`config.mk`:
```
export PLATFORM = sky130hd
export DESIGN_NAME = ivi_ctrl
export DESIGN_NICKNAME = d
export VERILOG_FILES = /design/src/core/ivi_pkg.sv /design/src/core/ivi_vec_if.sv /design/src/core/ivi_sync.sv /design/src/core/ivi_vector_fmt.sv /design/src/core/ivi_ctrl.sv
export SDC_FILE = /design/constraint.sdc
export NUM_CORES = 1
export LEC_CHECK = 0
export ABC_AREA = 1
export BUFFER_PORTS_ARGS = -buffer_cell sky130_fd_sc_hd__buf_4
export CAP_MARGIN = 10
export CORE_ASPECT_RATIO = 1.4
export CORE_UTILIZATION = 23
export DETAILED_ROUTE_END_ITERATION = 7
export GPL_TIMING_DRIVEN = 0
export PLACE_DENSITY = 0.36
export SETUP_SLACK_MARGIN = 0.05
export SYNTH_ARGS = -nofsm -noshare
export SYNTH_HDL_FRONTEND = slang
export SYNTH_SLANG_ARGS = --single-unit
```
`constraint.sdc`:
```
create_clock -name clk -period 4.65 [get_ports clk]
set_clock_uncertainty 0.05 [all_clocks]
set_input_delay 0.2325 -clock clk [delete_from_list [all_inputs] [get_ports clk]]
set_output_delay 0.2325 -clock clk [all_outputs]
set_load 0.01 [all_outputs]
```
`src/core/ivi_pkg.sv`:
```
// Constants, types and helpers for the interrupt vector and init logic
package ivi_pkg;

   // Vector bytes
   localparam logic [7:0] CALL_OPCODE   = 8'hcd;
   localparam logic [2:0] DEFAULT_LEVEL = 3'h7;

   // First init word fields
   localparam int W1_IC4  = 0;
   localparam int W1_SINGLE_DEVICE_FLAG = 1;
   localparam int W1_ADI  = 2;
   localparam int W1_LEVEL_TRIGGER_FLAG = 3;
   localparam int W1_MARK = 4;

   // Fourth init word fields
   localparam int W4_UPM  = 0;
   localparam int W4_AUTO_END_FLAG = 1;
   localparam int W4_MS   = 2;
   localparam int W4_BUF  = 3;
   localparam int W4_SPECIAL_NESTING_FLAG = 4;

   // Operation command fields
   localparam int OC_RIS  = 0;
   localparam int OC_RR   = 1;
   localparam int OC_SEL3 = 3;
   localparam int OC_SMM  = 5;
   localparam int OC_ESMM = 6;
   localparam int OC_SL   = 6;
   localparam int OC_EOI  = 5;

   // Values after reset
   localparam logic [7:0] BYTE_RESET = 8'h00;
   localparam logic [7:0] EDGE_ARM   = 8'hff;

   // Acknowledge pulse index
   localparam logic [1:0] PULSE_FIRST  = 2'h0;
   localparam logic [1:0] PULSE_SECOND = 2'h1;
   localparam logic [1:0] PULSE_THIRD  = 2'h2;

   // Pin synchroniser: strobes idle high
   localparam int          SYNC_WIDTH = 25;
   localparam logic [24:0] SYNC_INIT  = 25'h1c01001;

   typedef enum logic [2:0] {
      ST_UNINIT    = 3'b000,
      ST_WAIT_BASE = 3'b001,
      ST_WAIT_MAP  = 3'b010,
      ST_WAIT_OPT  = 3'b011,
      ST_READY     = 3'b100
   } ivi_init_state_type;

   // Highest priority set bit; level 7 when none
   function automatic logic [2:0] ivi_top_level(input logic [7:0] v);
      logic [2:0] r;
      r = DEFAULT_LEVEL;
      for (int i = 7; i >= 0; i--) begin
         if (v[i]) begin
            r = 3'(i);
         end
      end
      return r;
   endfunction

endpackage

```
`src/core/ivi_vec_if.sv`:
```
// Interface between the controller and its vector byte formatter
`timescale 1ns/100ps
interface ivi_vec_if;
   logic       two_cycle;
   logic       interval_four;
   logic [2:0] base_low;
   logic [7:0] base_high;
   logic [2:0] level;
   logic [1:0] pulse;
   logic [7:0] vec_byte;

   modport fmt (
      input  two_cycle, interval_four, base_low, base_high, level, pulse,
      output vec_byte
   );
   modport user (
      output two_cycle, interval_four, base_low, base_high, level, pulse,
      input  vec_byte
   );
endinterface

```
`src/core/ivi_sync.sv`:
```
// Two-flop synchroniser for pin inputs
`timescale 1ns/100ps
module ivi_sync #(
   parameter int                 WIDTH = 1,
   parameter logic [WIDTH-1:0]   INIT  = '0
) (
   // Clock and reset
   input  wire logic             clk,
   input  wire logic             resetn,
   // Data
   input  wire logic [WIDTH-1:0] d,
   output logic      [WIDTH-1:0] q
);
   logic [WIDTH-1:0] meta_q;

   always_ff @(posedge clk) begin
      if (!resetn) begin
         meta_q <= INIT;
         q      <= INIT;
      end else begin
         meta_q <= d;
         q      <= meta_q;
      end
   end
endmodule

```
`src/core/ivi_vector_fmt.sv`:
```
// Vector byte formatter for both host types
`timescale 1ns/100ps
module ivi_vector_fmt
   import ivi_pkg::*;
(
   // Format request and result
   ivi_vec_if.fmt v
);
   always_comb begin
      if (v.two_cycle) begin
         v.vec_byte = {v.base_high[7:3], v.level};
      end else begin
         case (v.pulse)
            PULSE_FIRST: begin
               v.vec_byte = CALL_OPCODE;
            end
            PULSE_SECOND: begin
               if (v.interval_four) begin
                  v.vec_byte = {v.base_low, v.level, 2'b00};
               end else begin
                  v.vec_byte = {v.base_low[2:1], v.level, 3'b000};
               end
            end
            default: begin
               v.vec_byte = v.base_high;
            end
         endcase
      end
   end
endmodule

```
`src/core/ivi_ctrl.sv`:
```
`timescale 1ns/100ps
module ivi_ctrl
   import ivi_pkg::*;
(
   // Clock and reset
   input  wire logic       clk,
   input  wire logic       resetn,
   // Host bus
   input  wire logic       cs_n,
   input  wire logic       wr_n,
   input  wire logic       rd_n,
   input  wire logic       a0,
   input  wire logic [7:0] data_in,
   output logic      [7:0] data_out,
   output logic            data_oe,
   input  wire logic       acknowledge_pulse_n,
   output logic            int_req,
   // Requests
   input  wire logic [7:0] request_line,
   // Cascade
   input  wire logic [2:0] cascade_lines_in,
   output logic      [2:0] cascade_lines_out,
   output logic            cascade_lines_oe,
   input  wire logic       slave_program_pin_in,
   output logic            slave_program_pin_out,
   output logic            slave_program_pin_oe
);
   logic [SYNC_WIDTH-1:0] pins_raw;
   logic [SYNC_WIDTH-1:0] pins_s;
   logic                  cs_s, wr_s, rd_s, a0_s, ack_s, sp_s;
   logic [7:0]            din_s, req_s;
   logic [2:0]            cas_s;
   logic                  wr_prev_q, ack_prev_q, cs_prev_q, a0_prev_q;
   logic [7:0]            din_prev_q;
   ivi_init_state_type    state_q;
   logic                  ic4_q, single_device_flag_q, adi_q, level_trigger_flag_q;
   logic [2:0]            base_low_q;
   logic [7:0]            base_high_q, cas_map_q;
   logic                  upm_q, auto_end_flag_q, ms_q, buf_q, special_nesting_flag_q;
   logic [7:0]            req_prev_q, irr_q, imr_q, isr_q;
   logic                  smm_q, rsel_q;
   logic [1:0]            cnt_q, last_pulse;
   logic [2:0]            level_q, lvl_now;
   logic [2:0]            cas_code_q;
   logic                  cas_oe_q, int_q;
   logic [7:0]            data_q;
   logic                  data_oe_q;
   logic                  wr_take, w1_hit, ocw_take;
   logic                  ocw1, ocw2, ocw3, ready, master, owns;
   logic                  ack_low, ack_fall, ack_rise, ack_drive, rd_low;
   logic                  isr_set_now, seq_end;
   logic [7:0]            pending, inhibit, allowed, isr_clr, irr_clr;
   logic [7:0]            rd_byte;
   logic [2:0]            top_isr;

   // Pin synchronisation
   assign pins_raw = {cs_n, wr_n, rd_n, a0, data_in, acknowledge_pulse_n,
                      request_line, cascade_lines_in, slave_program_pin_in};

   ivi_sync #(
      .WIDTH (SYNC_WIDTH),
      .INIT  (SYNC_INIT)
   ) u_sync (
      .clk    (clk),
      .resetn (resetn),
      .d      (pins_raw),
      .q      (pins_s)
   );

   assign {cs_s, wr_s, rd_s, a0_s, din_s, ack_s, req_s, cas_s, sp_s} = pins_s;

   // Strobe history
   always_ff @(posedge clk) begin
      if (!resetn) begin
         wr_prev_q  <= 1'b1;
         ack_prev_q <= 1'b1;
         cs_prev_q  <= 1'b1;
         a0_prev_q  <= 1'b0;
         din_prev_q <= BYTE_RESET;
      end else begin
         wr_prev_q  <= wr_s;
         ack_prev_q <= ack_s;
         cs_prev_q  <= cs_s;
         a0_prev_q  <= a0_s;
         din_prev_q <= din_s;
      end
   end

   // Write decode on trailing edge of write strobe
   assign wr_take  = wr_s && !wr_prev_q && !cs_prev_q;
   assign w1_hit   = wr_take && !a0_prev_q && din_prev_q[W1_MARK];
   assign ready    = (state_q == ST_READY);
   assign ocw_take = wr_take && ready && !w1_hit;
   assign ocw1     = ocw_take && a0_prev_q;
   assign ocw2     = ocw_take && !a0_prev_q && !din_prev_q[OC_SEL3];
   assign ocw3     = ocw_take && !a0_prev_q && din_prev_q[OC_SEL3];

   // Initialization sequence
   always_ff @(posedge clk) begin
      if (!resetn) begin
         state_q     <= ST_UNINIT;
         ic4_q       <= 1'b0;
         single_device_flag_q      <= 1'b0;
         adi_q       <= 1'b0;
         level_trigger_flag_q      <= 1'b0;
         base_low_q  <= 3'h0;
         base_high_q <= BYTE_RESET;
         cas_map_q   <= BYTE_RESET;
         upm_q       <= 1'b0;
         auto_end_flag_q      <= 1'b0;
         ms_q        <= 1'b0;
         buf_q       <= 1'b0;
         special_nesting_flag_q      <= 1'b0;
      end else if (w1_hit) begin
         state_q    <= ST_WAIT_BASE;
         ic4_q      <= din_prev_q[W1_IC4];
         single_device_flag_q     <= din_prev_q[W1_SINGLE_DEVICE_FLAG];
         adi_q      <= din_prev_q[W1_ADI];
         level_trigger_flag_q     <= din_prev_q[W1_LEVEL_TRIGGER_FLAG];
         base_low_q <= din_prev_q[7:5];
         upm_q      <= 1'b0;
         auto_end_flag_q     <= 1'b0;
         ms_q       <= 1'b0;
         buf_q      <= 1'b0;
         special_nesting_flag_q     <= 1'b0;
      end else if (wr_take && a0_prev_q) begin
         case (state_q)
            ST_WAIT_BASE: begin
               base_high_q <= din_prev_q;
               if (!single_device_flag_q) begin
                  state_q <= ST_WAIT_MAP;
               end else if (ic4_q) begin
                  state_q <= ST_WAIT_OPT;
               end else begin
                  state_q <= ST_READY;
               end
            end
            ST_WAIT_MAP: begin
               cas_map_q <= din_prev_q;
               state_q   <= ic4_q ? ST_WAIT_OPT : ST_READY;
            end
            ST_WAIT_OPT: begin
               upm_q   <= din_prev_q[W4_UPM];
               auto_end_flag_q  <= din_prev_q[W4_AUTO_END_FLAG];
               ms_q    <= din_prev_q[W4_MS];
               buf_q   <= din_prev_q[W4_BUF];
               special_nesting_flag_q  <= din_prev_q[W4_SPECIAL_NESTING_FLAG];
               state_q <= ST_READY;
            end
            default: begin
            end
         endcase
      end
   end

   // Role selection
   assign master = buf_q ? ms_q : sp_s;

   // Request capture
   always_ff @(posedge clk) begin
      if (!resetn) begin
         req_prev_q <= EDGE_ARM;
         irr_q      <= BYTE_RESET;
      end else if (w1_hit) begin
         req_prev_q <= EDGE_ARM;
         irr_q      <= BYTE_RESET;
      end else begin
         req_prev_q <= req_s;
         if (level_trigger_flag_q) begin
            irr_q <= req_s;
         end else begin
            irr_q <= (irr_q & ~irr_clr) | (req_s & ~req_prev_q);
         end
      end
   end

   // Mask and read select
   always_ff @(posedge clk) begin
      if (!resetn) begin
         imr_q  <= BYTE_RESET;
         smm_q  <= 1'b0;
         rsel_q <= 1'b0;
      end else if (w1_hit) begin
         imr_q  <= BYTE_RESET;
         smm_q  <= 1'b0;
         rsel_q <= 1'b0;
      end else begin
         if (ocw1) begin
            imr_q <= din_prev_q;
         end
         if (ocw3 && din_prev_q[OC_ESMM]) begin
            smm_q <= din_prev_q[OC_SMM];
         end
         if (ocw3 && din_prev_q[OC_RR]) begin
            rsel_q <= din_prev_q[OC_RIS];
         end
      end
   end

   // Priority resolution, level 0 highest
   assign pending = irr_q & ~imr_q;
   assign inhibit = smm_q ? (isr_q & ~imr_q) : isr_q;
   assign top_isr = ivi_top_level(inhibit);

   always_comb begin
      allowed = 8'h00;
      for (int i = 0; i < 8; i++) begin
         if (inhibit == 8'h00 || 3'(i) < top_isr) begin
            allowed[i] = 1'b1;
         end else if (special_nesting_flag_q && master && 3'(i) == top_isr) begin
            allowed[i] = 1'b1;
         end
      end
   end

   assign lvl_now = ivi_top_level(pending & allowed);

   // Acknowledge sequence
   assign ack_low    = !ack_s && ready;
   assign ack_fall   = ack_low && ack_prev_q;
   assign ack_rise   = ack_s && !ack_prev_q && ready;
   assign last_pulse = upm_q ? PULSE_SECOND : PULSE_THIRD;
   assign seq_end    = ack_rise && (cnt_q == last_pulse);
   assign isr_set_now = ack_fall
                      && (cnt_q == (upm_q ? PULSE_SECOND : PULSE_FIRST));

   always_ff @(posedge clk) begin
      if (!resetn) begin
         cnt_q      <= PULSE_FIRST;
         level_q    <= DEFAULT_LEVEL;
         cas_code_q <= 3'h0;
         cas_oe_q   <= 1'b0;
      end else if (w1_hit || seq_end) begin
         cnt_q    <= PULSE_FIRST;
         cas_oe_q <= 1'b0;
      end else begin
         if (ack_rise) begin
            cnt_q <= cnt_q + 2'h1;
         end
         if (ack_fall && cnt_q == PULSE_FIRST) begin
            level_q    <= lvl_now;
            cas_code_q <= lvl_now;
            cas_oe_q   <= master && !single_device_flag_q && cas_map_q[lvl_now];
         end
      end
   end

   // Service register
   always_comb begin
      isr_clr = 8'h00;
      irr_clr = 8'h00;
      if (isr_set_now) begin
         irr_clr[upm_q ? level_q : lvl_now] = 1'b1;
      end
      if (seq_end && auto_end_flag_q) begin
         isr_clr[level_q] = 1'b1;
      end
      if (ocw2 && din_prev_q[OC_EOI]) begin
         if (din_prev_q[OC_SL]) begin
            isr_clr[din_prev_q[2:0]] = 1'b1;
         end else begin
            isr_clr[ivi_top_level(isr_q)] = 1'b1;
         end
      end
   end

   always_ff @(posedge clk) begin
      if (!resetn || w1_hit) begin
         isr_q <= BYTE_RESET;
      end else begin
         isr_q <= (isr_q & ~isr_clr) | irr_clr;
      end
   end

   // Bus ownership for later vector bytes
   always_comb begin
      if (single_device_flag_q) begin
         owns = 1'b1;
      end else if (master) begin
         owns = !cas_map_q[level_q];
      end else begin
         owns = (cas_s == cas_map_q[2:0]);
      end
   end

   always_comb begin
      ack_drive = 1'b0;
      if (ack_low) begin
         if (upm_q) begin
            ack_drive = (cnt_q == PULSE_SECOND) && owns;
         end else if (cnt_q == PULSE_FIRST) begin
            ack_drive = master || single_device_flag_q;
         end else begin
            ack_drive = owns;
         end
      end
   end

   // Vector formatting
   ivi_vec_if vi ();

   assign vi.two_cycle     = upm_q;
   assign vi.interval_four = adi_q;
   assign vi.base_low      = base_low_q;
   assign vi.base_high     = base_high_q;
   assign vi.level         = level_q;
   assign vi.pulse         = cnt_q;

   ivi_vector_fmt u_fmt (
      .v (vi.fmt)
   );

   // Status read
   assign rd_low  = !rd_s && !cs_s;
   assign rd_byte = a0_s ? imr_q : (rsel_q ? isr_q : irr_q);

   // Output registers
   always_ff @(posedge clk) begin
      if (!resetn) begin
         data_q    <= BYTE_RESET;
         data_oe_q <= 1'b0;
         int_q     <= 1'b0;
      end else begin
         data_q    <= ack_drive ? vi.vec_byte : rd_byte;
         data_oe_q <= ack_drive || rd_low;
         int_q     <= ready && |(pending & allowed);
      end
   end

   assign data_out              = data_q;
   assign data_oe               = data_oe_q;
   assign int_req               = int_q;
   assign cascade_lines_out     = cas_code_q;
   assign cascade_lines_oe      = cas_oe_q;
   assign slave_program_pin_out = !data_oe_q;
   assign slave_program_pin_oe  = buf_q;
endmodule

```
Word level (Yosys, flattened, before mapping)
Index checks and enable logic that the tools add are counted.
{ "word_totals": {"in_bits": 27, "reg_bits": 146, "output_inout_bits": 16} }
{ "op_classes": {"n_bitwise": 17, "reduce_logical": 80, "n_mux": 77, "n_addsub": 1, "eq_ne": 15, "n_lt_le_gt_ge": 17} }
{ "op_table": {"columns": ["operator", "n"], "rows": [
  ["$mux W8", 10],
  ["$mux W3", 23],
  ["$and A8 B8 Y8", 6],
  ["$logic_and A1 B1 Y1", 40],
  ["$mux W1", 34],
  ["$not A8 Y8", 4],
  ["$or A8 B8 Y8", 4],
  ["$lt A3 B4 Y1 const B", 5],
  ["$pmux W8 S2", 1],
  ["$logic_not A1 Y1", 13],
  ["$demux W1 S3", 4],
  ["$eq A3 B3 Y1 const A", 4],
  ["$ge A3 B1 Y1 const B", 4],
  ["$logic_or A1 B1 Y1", 12],
  ["$lt A3 B3 Y1 const A", 4],
  ["$pmux W3 S3", 1],
  ["$logic_not A8 Y1", 1],
  ["$reduce_and A2 Y1", 4],
  ["$reduce_or A8 Y1", 1],
  ["$bmux W1 S3", 2],
  ["$eq A2 B3 Y1 const A", 2],
  ["$eq A3 B2 Y1 const B", 2],
  ["$lt A1 B3 Y1 const A", 2],
  ["$lt A2 B3 Y1 const A", 2],
  ["18 further kinds", 22]
]} }

Logic depth before layout (Yosys ltp)
{ "logic_depth": {"depth_word": 32, "depth_mapped": 23} }

Modules after synthesis
Synthesis repeated with hierarchy kept, for this count alone.
{ "unflattened": {"hier_cells": 815, "area_unflattened_um2": 6084.6} }
{ "modules_own_cells": {"columns": ["module", "area_each_um2", "seq_area_each_um2", "cells_each", "n_inst"], "rows": [
  ["ivi_ctrl", 4430.5, 1921.8, 608, 1],
  ["ivi_sync", 1436.4, 1001.0, 156, 1],
  ["ivi_vector_fmt", 217.7, 0.0, 51, 1]
]} }

Least setup slack after synthesis
No wires, ideal clock.
{ "synth_timing": {"kind": "reg-to-reg", "start": "reg buf_q, in the netlist slave_program_pin_oe", "end": "reg irr_q[6]", "setup_time_ns": 0.132, "synth_period_minus_slack_ns": 2.162, "arrival_ns": 1.979, "setup_slack_ns": 2.488, "stages_incl_launch_ff": 15, "cell_sequence": "dfxtp_1 > nand2_1 > o21a_1 > nand2_4 > inv_1 > o2111ai_1 > nand2_1 > nor2_1 > inv_1 > o21ai_0 > nand2_1 > nor2_1 > nand2_1 > nand3_1 > a21oi_1"} }
{ "synth_between": {"elab_chain_len": 23, "word_cells_on_any_way": 42, "classes_between": "order compare (2); mux (27); bitwise (4); reduce/logical (9)"} }
{ "synth_rtl": {"columns": ["element", "line_no", "text"], "rows": [
  ["start, declared", "ivi_ctrl.sv:39", "logic upm_q, auto_end_flag_q, ms_q, buf_q, special_nesting_flag_q;"],
  ["start signal, assigned", "ivi_ctrl.sv:146", "buf_q <= din_prev_q[W4_BUF];"],
  ["$mux W1 *", "ivi_ctrl.sv:157", "assign master = buf_q ? ms_q : sp_s;"],
  ["$logic_and A1 B1 Y1 *", "ivi_ctrl.sv:210", "end else if (special_nesting_flag_q && master && 3'(i) == top_isr) begin"],
  ["$logic_and A1 B1 Y1", "ivi_ctrl.sv:210", null],
  ["$mux W1", "ivi_ctrl.sv:210", null],
  ["$mux W1", "ivi_ctrl.sv:208", "if (inhibit == 8'h00 || 3'(i) < top_isr) begin"],
  ["$and A8 B8 Y8 *", null, null],
  ["$mux W1", "ivi_pkg.sv:57", "if (v[i]) begin"],
  ["$mux W3 (5 in series)", "ivi_pkg.sv:57", null],
  ["[3 not listed]", null, null],
  ["$logic_and A1 B1 Y1 (implied by the code)", "ivi_ctrl.sv:253", "irr_clr[upm_q ? level_q : lvl_now] = 1'b1;"],
  ["$mux W1", "ivi_ctrl.sv:253", null],
  ["$demux W1 S3 *", "ivi_ctrl.sv:253", null],
  ["$mux W8 *", "ivi_ctrl.sv:252", "if (isr_set_now) begin"],
  ["$not A8 Y8 *", "ivi_ctrl.sv:172", "irr_q <= (irr_q & ~irr_clr) | (req_s & ~req_prev_q);"],
  ["$and A8 B8 Y8 *", "ivi_ctrl.sv:172", null],
  ["$or A8 B8 Y8 *", "ivi_ctrl.sv:172", null],
  ["$mux W8 *", "ivi_ctrl.sv:169", "if (level_trigger_flag_q) begin"],
  ["end signal, assigned", "ivi_ctrl.sv:170", "irr_q <= req_s;"],
  ["end signal, assigned", "ivi_ctrl.sv:172", null],
  ["end, declared", "ivi_ctrl.sv:40", "logic [7:0] req_prev_q, irr_q, imr_q, isr_q;"]
]} }
Every way passes the cells marked *; elsewhere a longest branch is shown, timed or not.
A chain may end at the register's enable or synchronous reset.

Worst setup path in the final report
{ "layout_timing": {"start": "reg u_sync.q[23]", "end": "reg state_q[2]"} }
{ "layout_between": {"elab_chain_len": 5, "word_cells_on_any_way": 7, "classes_between": "reduce/logical (7)"} }
{ "layout_rtl": {"columns": ["element", "line_no", "text"], "rows": [
  ["start, declared", "ivi_sync.sv:12", "output logic [WIDTH-1:0] q"],
  ["start signal, assigned", "ivi_sync.sv:22", "q <= meta_q;"],
  ["$logic_and A1 B1 Y1 * (2 in series)", "ivi_ctrl.sv:90", "assign wr_take = wr_s && !wr_prev_q && !cs_prev_q;"],
  ["$logic_and A1 B1 Y1 (2 in series)", "ivi_ctrl.sv:91", "assign w1_hit = wr_take && !a0_prev_q && din_prev_q[W1_MARK];"],
  ["$reduce_or A2 Y1 (no source line)", null, null],
  ["end signal, assigned", "ivi_ctrl.sv:140", "state_q <= ic4_q ? ST_WAIT_OPT : ST_READY;"],
  ["end, declared", "ivi_ctrl.sv:35", "ivi_init_state_type state_q;"]
]} }
Marks and branches as above.

==> impl_metrics.yaml <==
status:
  status: "complete, no violations"
die:
  die_width_um: 137
  initial_core_util_pct: 23.3
  coreArea_um2: 25300
  placementRows: 69
  die_area_um2: 26300
  die_y_um: 192
  io_pins: 43
cts:
  cts_tree: "yes"
  cts_sinks: 146
  htreeDepth: 4
  cts_setup_buffers: 0
  clk_latency_ns: 0.43
  numCtsBuffers: 17
  path_clk_slew_ns: 0.06
  clock_path_buffers: 2
  root_buffer: "clkbuf_16"
drt:
  vias: 5209
  drc: 0
  wl_per_cell_um: 16.3
  vias_per_cell: 4.38
  wl_um: 19300
  first_pass_iters: 6
  ant_nets: 0
  drt_iter0_drc: 274
placed_design:
  io_buffers: 41
  hpwl_um: 15100
  place_ws_ns: 1.47
  place_congestion: 0.855
timing:
  final.min_clock_period_ns: 3.06
  fin_ws_ns: 1.59
  drv_slew: 0
  setup_viol: 0
  relSlewSlack_pct: 29.1
  min_period_over_period_pct: 65.9
  rsz0062_at_grt: "no"
  tightest_slew_ns: 1.06
  max_freq_ghz: 0.326
  fin_setup_tns_ns: 0
  hold_viol_final: 0
synthesis:
  synthAdderAreaFrac_pct: 0.424
  ys_seq_elements: 146
  synth_xor_xnor_area_share_pct: 0.445
  synth.area.mux_share_pct: 0
  synth_top_area_share_pct: 49.5
  synth_top_family_by_area: "simple AND/OR/NAND/NOR gates"
  ys_seq_area_share_pct: 49.5
  synth_largest_area_cell: "dfxtp_1"
  yosys_warnings: 0
  synth_nets: 800
  ys_types: 43
  synthSimpleGateAreaFrac_pct: 21.1
  syn-cell-area_um2: 5900
  syn_inst: 771
  synth_compound_area_share_pct: 19.0
  ys_top_cells_by_area: "dfxtp_1 50%, nand2_1 9.2%, inv_1 7.8%, a21oi_1 6.3%, o21ai_0 5.0%"
  avgSynthCellArea_um2: 7.65
global_route:
  overflow: 0
  grt_max_degree: 17
  track_usage_pct: 15.9
  grt_pass1_wl_um: 29900
  grt_pass1_vias: 5118
  antenna_found_initial: 0
worst_setup_path:
  cpLargestDelayFamily: "simple AND/OR/NAND/NOR gates"
  cp.arrival_ns: 3.32
  r2r.worst_path.cells: 8
  r2r_start: "u_sync.q[23]"
  r2r_end: "state_q[2]"
  crit_path_max_fanout: 10
  cp_slowest_cell: "nor3_1"
  worst_path_most_repeated_cell: "inv_1"
  cp_num_buf_inv: 4
  path_cells: "inv_1, nor3_1, inv_1, nor3_1, nor2_1, inv_1, clkbuf_1, nor2_1"
  critPathCaptureType: "flop"
  critPathMaxStageDelay_ns: 0.82
  r2r_slack_ns: 1.59
  required_ns: 4.90
  worstSetupStartpointType: "flop"
  path_class: "reg2reg"
layout:
  fin_nets: 885
  fill_cells: 2778
  area_delta_synth_final_pct: 26.7
  drive_gt1_share_pct: 12.7
  n_antenna_cell: 0
  final_util_pct: 29.6
min_path:
  min_path_type: "in2reg"
  hp-start: "resetn"
  holdPathStages: 3
  min_to: "cas_map_q[0]"
pwr:
  p_total_mw: 2.87
  ir_drop_v: 0.000268
  p_leak_nw: 3.29
  powerDensity_nw_per_um2: 384
flow_run:
  maxCapViolCount: 0
## worst max-delay path by stage
stage	start	end	slack, ns	depth (start not counted)
final	u_sync.q[23]	state_q[2]	1.59	8
after floorplan	slave_program_pin_oe	irr_q[6]	2.49	14
after global routing	u_sync.q[23]	state_q[2]	1.22	8
after CTS	u_sync.q[23]	state_q[2]	1.39	8
after global placement	u_sync.q[23]	state_q[2]	1.41	8
after detailed placement	u_sync.q[23]	state_q[2]	1.47	8
## cell usage in the layout, fill, tap and decap left out, drive strengths merged, types with 2 or more instances in the layout
master       count
dlygate4sd3     25
o21a             2
clkbuf          46
inv            125
or2             20
nor4             3
ha               2
buf             42
o2111ai          2
clkinv           5
a22oi            3
nor3            11
o221ai           8
bufinv           3
nand2          151
nand3           41
o22ai            4
nand4            3
o211ai           5
dfxtp          146
xor2             2
a2111oi          2
o21ai           62
nor2            53
a211oi          15
a32o             2
a21oi           76
## cell families after synthesis
logic type | Yosys count
AND/OR/NAND/NOR | 284
AO/OA/AOI/OAI | 187
buffers and inverters | 149
adder cells (fa/ha/maj) | 2
flip-flops | 146
XOR/XNOR | 3
## power by group
group	total [mW]	switching, mW	internal, mW
clock network	1.43	0.530	0.901
registers	1.30	0.0133	1.28
logic	0.141	0.0808	0.0600
total	2.87	0.624	2.24
## timing repair
action	CTS	global route
hold buffers	25	0
resized for setup	0	0
setup endpoints to repair	0	0
endpoints found under the hold margin	25	0
## tightest hold or removal path, cell delays in order
cell	delay (ns)
clkbuf_1	0.24
o21ai_0	0.15
a21oi_1	0.05
## cell usage after synthesis, drive strengths merged
cell,number
a21oi,76
a2111oi,2
o211ai,5
and2,1
o32ai,1
o22ai,4
dfxtp,146
o221ai,8
xor2,2
o31ai,1
a311oi,1
o21ai,62
nor3,11
ha,2
buf,1
xnor2,1
o21a,2
clkinv,1
nor4,3
nand4,3
nor2,53
a32o,2
inv,125
or2,20
nand3,41
o41ai,1
clkbuf,22
nand3b,1
o2111ai,2
a21boi,1
a32oi,1
a211oi,15
a22oi,3
nand2,151
## per-stage QoR
| stage | area, um2 | cells | hold slack [ns] |
|---|---|---|---|
| floorplan | 5900 | 771 | 0.280 |
| global placement | 6610 | 1131 | 0.345 |
| detailed placement | 6610 | 1131 | 0.346 |
| CTS | 7480 | 1188 | 0.261 |
| global route | 7480 | 1188 | 0.353 |
| finish | 7480 | 1188 | 0.247 |
## flip-flops by register name (all words and copies together) (netlist names), 3 cells and up
name	cells
base_high_q	8
base_low_q	3
cas_map_q	8
cascade_lines_out	3
data_out	8
din_prev_q	8
imr_q	8
irr_q	8
isr_q	8
level_q	3
req_prev_q	8
state_q	3
u_sync.meta_q	25
u_sync.q	25
## metal layers
layer,global-route usage (%),wire length [um],up-vias
met4,7.40,641,0
met3,3.18,619,29
met1,17.8,8060,2389
met2,28.3,9980,100
li1,-,-,2691
met5,0,0,-
## area by class of cell
| type | instances | area (um2) | area share [%] |
|---|---|---|---|
| well taps | 319 | 399 | 5.34 |
| clock inverters | 8 | 125 | 1.67 |
| inverters | 126 | 473 | 6.33 |
| flip-flops and latches | 146 | 2920 | 39.1 |
| repair buffers | 66 | 558 | 7.46 |
| clock buffers | 24 | 492 | 6.58 |
| plain buffers | 23 | 91.3 | 1.22 |
| multi-input cells | 476 | 2410 | 32.3 |
(Power assumes the default switching activity.)
